File: src/logic/adcm_pkg.sv
// constants, carriers and helpers for the converter configuration bank
`default_nettype none
package adcm_pkg;

  // register offsets
  localparam logic [7:0] ADCM_ADDR_STATUS = 8'h00;
  localparam logic [7:0] ADCM_ADDR_GENERAL = 8'h01;
  localparam logic [7:0] ADCM_ADDR_AVG = 8'h03;
  localparam logic [7:0] ADCM_ADDR_OPMODE = 8'h04;
  localparam logic [7:0] ADCM_ADDR_PINFN = 8'h05;
  localparam logic [7:0] ADCM_ADDR_PINDIR = 8'h07;

  // reset values
  localparam logic [2:0] ADCM_RST_AVG = 3'h0;
  localparam logic [7:0] ADCM_RST_OPMODE = 8'h00;
  localparam logic [7:0] ADCM_RST_PINFN = 8'h00;
  localparam logic [7:0] ADCM_RST_PINDIR = 8'h00;
  localparam logic [7:0] ADCM_RD_UNMAPPED = 8'h00;

  // field codes
  localparam logic [1:0] ADCM_MODE_MANUAL = 2'h0;
  localparam logic [1:0] ADCM_MODE_AUTO = 2'h1;
  localparam logic ADCM_OSC_FAST = 1'b0;
  localparam logic ADCM_OSC_LOWPWR = 1'b1;
  localparam logic [7:0] ADCM_AVG_ONE = 8'h01;

  typedef struct packed {
    logic       cont_on_err;
    logic [1:0] trig_mode;
    logic       timing_source_select;
    logic [3:0] clk_div;
  } adcm_opmode_type;

  typedef struct packed {
    logic       wr_en;
    logic       rd_en;
    logic [7:0] addr;
    logic [7:0] wdata;
  } adcm_reg_req_type;

  typedef enum logic [0:0] {
    ADCM_SEQ_RUN   = 1'b0,
    ADCM_SEQ_PAUSE = 1'b1
  } adcm_seq_type;

  typedef struct packed {
    logic [2:0]      avg;
    adcm_opmode_type opm;
    logic [7:0]      pin_fn;
    logic [7:0]      pin_dir;
    adcm_seq_type    seq;
    logic [7:0]      eff_gpio;
    logic [7:0]      eff_out;
    logic [7:0]      avg_samples;
    logic [7:0]      rdata;
    logic            rvalid;
  } adcm_state_type;

  localparam adcm_state_type ADCM_STATE_RST = '{
    avg:         ADCM_RST_AVG,
    opm:         adcm_opmode_type'(ADCM_RST_OPMODE),
    pin_fn:      ADCM_RST_PINFN,
    pin_dir:     ADCM_RST_PINDIR,
    seq:         ADCM_SEQ_RUN,
    eff_gpio:    8'h00,
    eff_out:     8'h00,
    avg_samples: ADCM_AVG_ONE,
    rdata:       8'h00,
    rvalid:      1'b0
  };

  // code zero is a single sample, code n is two to the n
  function automatic logic [7:0] adcm_avg_samples(input logic [2:0] code);
    return ADCM_AVG_ONE << code;
  endfunction : adcm_avg_samples

  function automatic logic adcm_is_mapped(input logic [7:0] addr);
    return (addr == ADCM_ADDR_AVG) || (addr == ADCM_ADDR_OPMODE) ||
           (addr == ADCM_ADDR_PINFN) || (addr == ADCM_ADDR_PINDIR);
  endfunction : adcm_is_mapped

  // status and general control live elsewhere and stay writable
  function automatic logic adcm_is_exempt(input logic [7:0] addr);
    return (addr == ADCM_ADDR_STATUS) || (addr == ADCM_ADDR_GENERAL);
  endfunction : adcm_is_exempt

endpackage : adcm_pkg
`default_nettype wire

File: src/logic/adcm_pin_resolve.sv
// per-channel effective pin function and direction
`timescale 1ns/1ps
`default_nettype none
module adcm_pin_resolve (
  input  wire logic [7:0] pin_fn_in,
  input  wire logic [7:0] pin_dir_in,
  input  wire logic       force_analog_all_in,
  input  wire logic       crc_force_in,
  output logic      [7:0] gpio_mask_out,
  output logic      [7:0] out_mask_out
);

  logic force_all;

  always_comb begin
    force_all = force_analog_all_in | crc_force_in;
    gpio_mask_out = force_all ? 8'h00 : pin_fn_in;
    out_mask_out = gpio_mask_out & pin_dir_in;
  end

endmodule : adcm_pin_resolve
`default_nettype wire

File: src/logic/adcm_config_regs.sv
// configuration register bank: averaging, operating mode, pin function and direction
//
// Behaviour
// - three-bit code selects averaged sample count
// - averaging register upper five bits read zero
// - continuation clear: keep sequencing and pins
// - continuation set: force analog, pause, resume
// - bits 6-5 select host or autonomous trigger
// - bit 4 selects fast or low-power oscillator
// - divider bits 3-0 apply only in autonomous
// - pin-function bit: analog or gpio per channel
// - pin-direction bit: input or output per gpio
// - all four registers reset to zero
// - crc error blocks writes except 0x00, 0x01
// - channel reset forces every channel analog
`timescale 1ns/1ps
`default_nettype none
module adcm_config_regs (
  input  wire logic                     clk_in,
  input  wire logic                     sys_rst_in,
  input  wire adcm_pkg::adcm_reg_req_type reg_req_in,
  input  wire logic                     crc_err_flag_in,
  input  wire logic                     force_analog_all_in,
  output logic                          wr_ack_out,
  output logic                          wr_refused_out,
  output logic                    [7:0] rd_data_out,
  output logic                          rd_valid_out,
  output logic                    [2:0] averaging_ratio_out,
  output logic                    [7:0] avg_samples_out,
  output logic                    [1:0] conversion_trigger_mode_out,
  output logic                          timing_source_select_out,
  output logic                    [3:0] clk_div_out,
  output logic                          clk_div_active_out,
  output logic                          error_continuation_ctl_out,
  output logic                          seq_run_out,
  output logic                          seq_paused_out,
  output logic                    [7:0] pin_gpio_out,
  output logic                    [7:0] pin_output_out,
  output logic                    [7:0] analog_channel_input_out
);

  adcm_pkg::adcm_state_type st_q;
  adcm_pkg::adcm_state_type st_d;

  logic       mapped;
  logic       wr_ok;
  logic       crc_force;
  logic [7:0] gpio_mask;
  logic [7:0] out_mask;

  assign mapped = adcm_pkg::adcm_is_mapped(reg_req_in.addr);
  assign wr_ok = reg_req_in.wr_en & mapped & ~crc_err_flag_in;
  assign wr_ack_out = wr_ok;
  assign wr_refused_out = reg_req_in.wr_en & mapped & crc_err_flag_in;
  // force analog only with continuation set
  assign crc_force = crc_err_flag_in & st_q.opm.cont_on_err;

  adcm_pin_resolve u_resolve (
    .pin_fn_in           (st_d.pin_fn),
    .pin_dir_in          (st_d.pin_dir),
    .force_analog_all_in (force_analog_all_in),
    .crc_force_in        (crc_force),
    .gpio_mask_out       (gpio_mask),
    .out_mask_out        (out_mask)
  );

  always_comb begin
    st_d = st_q;
    st_d.rvalid = 1'b0;
    if (wr_ok) begin
      unique case (reg_req_in.addr)
        adcm_pkg::ADCM_ADDR_AVG: begin
          st_d.avg = reg_req_in.wdata[2:0];
        end
        adcm_pkg::ADCM_ADDR_OPMODE: begin
          st_d.opm = adcm_pkg::adcm_opmode_type'(reg_req_in.wdata);
        end
        adcm_pkg::ADCM_ADDR_PINFN: begin
          st_d.pin_fn = reg_req_in.wdata;
        end
        adcm_pkg::ADCM_ADDR_PINDIR: begin
          st_d.pin_dir = reg_req_in.wdata;
        end
        default: begin
          st_d.pin_dir = st_q.pin_dir;
        end
      endcase
    end
    if (reg_req_in.rd_en) begin
      st_d.rvalid = 1'b1;
      unique case (reg_req_in.addr)
        adcm_pkg::ADCM_ADDR_AVG: begin
          st_d.rdata = {5'h00, st_q.avg};
        end
        adcm_pkg::ADCM_ADDR_OPMODE: begin
          st_d.rdata = st_q.opm;
        end
        adcm_pkg::ADCM_ADDR_PINFN: begin
          st_d.rdata = st_q.pin_fn;
        end
        adcm_pkg::ADCM_ADDR_PINDIR: begin
          st_d.rdata = st_q.pin_dir;
        end
        default: begin
          st_d.rdata = adcm_pkg::ADCM_RD_UNMAPPED;
        end
      endcase
    end
    unique case (st_q.seq)
      adcm_pkg::ADCM_SEQ_RUN: begin
        if (crc_force) begin
          st_d.seq = adcm_pkg::ADCM_SEQ_PAUSE;
        end
      end
      adcm_pkg::ADCM_SEQ_PAUSE: begin
        if (!crc_force) begin
          st_d.seq = adcm_pkg::ADCM_SEQ_RUN;
        end
      end
    endcase
    // pin view registered so it lines up with the pause state
    st_d.eff_gpio = gpio_mask;
    st_d.eff_out = out_mask;
    st_d.avg_samples = adcm_pkg::adcm_avg_samples(st_d.avg);
  end

  always_ff @(posedge clk_in) begin
    if (sys_rst_in) begin
      st_q <= adcm_pkg::ADCM_STATE_RST;
    end else begin
      st_q <= st_d;
    end
  end

  assign rd_data_out = st_q.rdata;
  assign rd_valid_out = st_q.rvalid;
  assign averaging_ratio_out = st_q.avg;
  assign avg_samples_out = st_q.avg_samples;
  assign conversion_trigger_mode_out = st_q.opm.trig_mode;
  assign timing_source_select_out = st_q.opm.timing_source_select;
  assign clk_div_out = st_q.opm.clk_div;
  assign clk_div_active_out = (st_q.opm.trig_mode == adcm_pkg::ADCM_MODE_AUTO);
  assign error_continuation_ctl_out = st_q.opm.cont_on_err;
  assign seq_run_out = (st_q.seq == adcm_pkg::ADCM_SEQ_RUN);
  assign seq_paused_out = (st_q.seq == adcm_pkg::ADCM_SEQ_PAUSE);
  assign pin_gpio_out = st_q.eff_gpio;
  assign pin_output_out = st_q.eff_out;
  assign analog_channel_input_out = ~st_q.eff_gpio;
endmodule : adcm_config_regs
`default_nettype wire

File: config.mk
export PLATFORM = sky130hd
export DESIGN_NAME = adcm_config_regs
export DESIGN_NICKNAME = d
export VERILOG_FILES = /design/src/logic/adcm_pkg.sv /design/src/logic/adcm_pin_resolve.sv /design/src/logic/adcm_config_regs.sv
export SDC_FILE = /design/constraint.sdc
export NUM_CORES = 1
export LEC_CHECK = 0
export CORE_AREA = 2 2 74 76
export CTS_BUF_LIST = sky130_fd_sc_hd__clkbuf_8
export DETAILED_ROUTE_END_ITERATION = 6
export DIE_AREA = 0 0 76 78
export DONT_BUFFER_PORTS = 1
export GPL_TIMING_DRIVEN = 0
export PLACE_DENSITY = 0.82
export SLEW_MARGIN = 20
export SYNTH_ARGS = -nofsm -noshare
export SYNTH_HDL_FRONTEND = slang
export SYNTH_SLANG_ARGS = --single-unit
File: constraint.sdc
create_clock -name clk_in -period 1.85 [get_ports clk_in]
set_clock_uncertainty 0.05 [all_clocks]
set_input_delay 0.37 -clock clk_in [delete_from_list [all_inputs] [get_ports clk_in]]
set_output_delay 0.37 -clock clk_in [all_outputs]
set_load 0.01 [all_outputs]
==> results_dict.tcl <==
set metrics [dict create \
    status "finished, violations left" \
    violations "negative setup slack" \
    max_freq_mhz 529.3 \
    reg2reg_to "pin_output_out[0]" \
    period_share_pct 102.1 \
    antenna_found_initial 0 \
    avgSynthCellArea_um2 8.937 \
    cts_root_buf "clkbuf_8" \
    netlist.area_leader.share_pct 43.38 \
    wl_per_cell_um 15.04 \
    min_period_ns 1.889 \
    hold_end "rd_valid_out" \
    synth_nets 337 \
    end_kind "primary output" \
    ant_nets 0 \
    min_from "sys_rst_in" \
    setup-violations-final 2 \
    synth_seq_cells 61 \
    syn_area_um2 2815 \
    cp_max_fo 3 \
    drv_slew 0 \
    powerDensity_nw_per_um2 888.2 \
    ios 79 \
    num_vias 2109 \
    grt_start_max_net_pins 11 \
    r2r_cells 5 \
    final_hold_viol_count 0 \
    min_path_cells 1 \
    ys.flop_type "dfxtp_1" \
    die_area_um2 5928 \
    cts_tree "done" \
    grt_pass1_wl_um 9404 \
    pre_cts_ws_ns -0.3659 \
    yosys.area.top_type "dfxtp_1" \
    row_count 26 \
    drc 0 \
    initial_core_util_pct 55.83 \
    dpl_cell_area_um2 2918 \
    setup_ws_ns -0.03944 \
    p_leak_uw 0.001387 \
    via_per_inst 5.246 \
    dp_hpwl_um 4328 \
    synthesis.instances 315 \
    cp.required_ns 1.43 \
    first_global_vias 1941 \
    clock_sinks 61 \
    grt_usage_pct 20.66 \
    start_kind "primary input" \
    coreArea_um2 5042 \
    worst_ep_arrival_time_ns 1.47 \
    antenna_cells 0 \
    synth-async-reset-ratio_pct 0 \
    maxCapViolCount 0 \
    rrSetupSlack_ns 0.31 \
    worst_pin_slew_ns 0.5868 \
    rr_startpoint "error_continuation_ctl_out" \
    hold_class "primary input to flip-flop" \
    clk_pin_slew_worst_paths_ns 0.07 \
    synth-seq-area-share_pct 43.38 \
    timing_worst_setup_path_type "primary input to primary output" \
    drtIter0Drc 110 \
    nets 349 \
    cts.path.max_buffers 2 \
    synth_edf_count 0 \
    ys.warnings.count 0 \
    syn_to_final_growth_pct 12.93 \
    firstDrtPassIters 4 \
    drive_gt1_share_pct 22.59 \
    grt.overflow.total 0 \
    yosysMostFrequentCell "dfxtp_1" \
    io_buffer_count 0 \
    die_y_um 78 \
    htreeDepth 3 \
    synth.area.top_cells "dfxtp_1 43%, mux2i_1 11%, buf_4 11%" \
    insertion_delay_ns 0.34 \
    synth_commonest_cells "61 x dfxtp_1, 41 x buf_4, 41 x nor2_1" \
    drt-total-wl_um 6048 \
    cts-buffers-inserted 9 \
    synth.distinct_cells 34 \
    rsz0062_at_grt "yes" \
    final_cell_area_um2 3179 \
    relSlewSlack_pct 60.74 \
    ir_worst_vdd_mv 0.4733 \
    gp_congestion 0.8550 \
    die_w_um 76 \
]
==> logic make-up after synthesis <==
group	count (synthesis)	synth area share [%]
mux	33	11.78
flops	61	43.38
buf+inv	74	15.73
simple gates	101	18.27
compound gates	46	10.84
==> area by class of cell <==
| cell class | count | area (µm²) |
|---|---|---|
| Buffer | 54 | 375.4 |
| Clock inverter | 6 | 102.6 |
| Inverter | 20 | 75.07 |
| Multi-Input combinational cell | 180 | 1172 |
| Fill cell | 429 | 1863 |
| Timing Repair Buffer | 1 | 7.507 |
| Clock buffer | 10 | 137.6 |
| Sequential cell | 61 | 1221 |
| Tap cell | 70 | 87.58 |
==> cell usage in the layout, fill, tap and decap left out, drive strengths merged, types with 2 or more instances in the layout <==
| master | n |
|---|---|
| a211oi | 11 |
| a21oi | 9 |
| a22o | 8 |
| and2 | 2 |
| buf | 46 |
| bufinv | 3 |
| clkbuf | 19 |
| dfxtp | 61 |
| inv | 22 |
| mux2i | 32 |
| nand2 | 28 |
| nand2b | 2 |
| nand3 | 2 |
| nand4 | 3 |
| nor2 | 41 |
| nor2b | 6 |
| nor3 | 5 |
| nor3b | 3 |
| nor4 | 2 |
| nor4b | 2 |
| o21ai | 14 |
| o22ai | 3 |
==> flip-flops by register name, indices dropped and copies added, names as in the netlist <==
name	flops
st_q	16
clk_div_out	4
rd_data_out	8
pin_output_out	8
error_continuation_ctl_out	1
rd_valid_out	1
seq_paused_out	1
avg_samples_out	8
pin_gpio_out	8
averaging_ratio_out	3
timing_source_select_out	1
conversion_trigger_mode_out	2
==> what timing repair did <==
item | 4_1_cts | 5_1_grt
gates cloned | 0 | 0
pin swaps | 0 | 1
buffers inserted | 0 | 1
hold buffers | 0 | 0
gates resized for setup | 1 | 2
endpoints found under the setup margin | 4 | 17
==> critical path, stage by stage <==
cell and delay (ns):
or4b_4 0.55, nand2b_1 0.18, a211oi_1 0.37
==> report_power, final <==
| part | internal [µW] | leakage (µW) | switching [µW] | total [µW] |
|---|---|---|---|---|
| logic | 25.1 | 0.000767 | 59.1 | 84.2 |
| registers | 1310 | 0.000491 | 1.46 | 1320 |
| clock network | 920 | 0.000129 | 504 | 1420 |
==> how the worst max path moves through the flow <==
stage	slack [ns]	startpoint	to
finish	-0.04	reg_req_in[15]	wr_ack_out
global route	-0.07	reg_req_in[15]	wr_ack_out
CTS	-0.03	reg_req_in[15]	wr_ack_out
detailed placement	-0.37	reg_req_in[10]	pin_output_out[0]
global placement	-0.32	reg_req_in[10]	pin_output_out[2]
floorplan	-0.03	reg_req_in[15]	pin_output_out[1]
==> through the flow <==
step	total power (µW)	hold WS (ns)	std cells	TNS, ns	util [%]
4_1_cts	2839	0.04402	401	-0.06035	62.66
3_5_place_dp	1427	0.4078	385	-7.331	57.87
5_1_grt	2904	0.05414	402	-0.1269	63.05
3_3_place_gp	1426	0.4005	385	-6.448	57.87
2_1_floorplan	1408	0.3914	315	-0.2582	-
6_report	2824	0.05498	402	-0.06336	63.05
==> layer usage <==
layer / track usage [%] / vias up / wire length (µm) / share of wire, %
met5: 0 / - / 0 / 0
met4: 11.27 / 0 / 96 / 1.6
met3: 6.163 / 11 / 503 / 8.3
met2: 34.02 / 83 / 2912 / 48
met1: 24.29 / 970 / 2535 / 42
li1: - / 1045 / - / -
No activity file was read; power rests on OpenSTA's default activity.
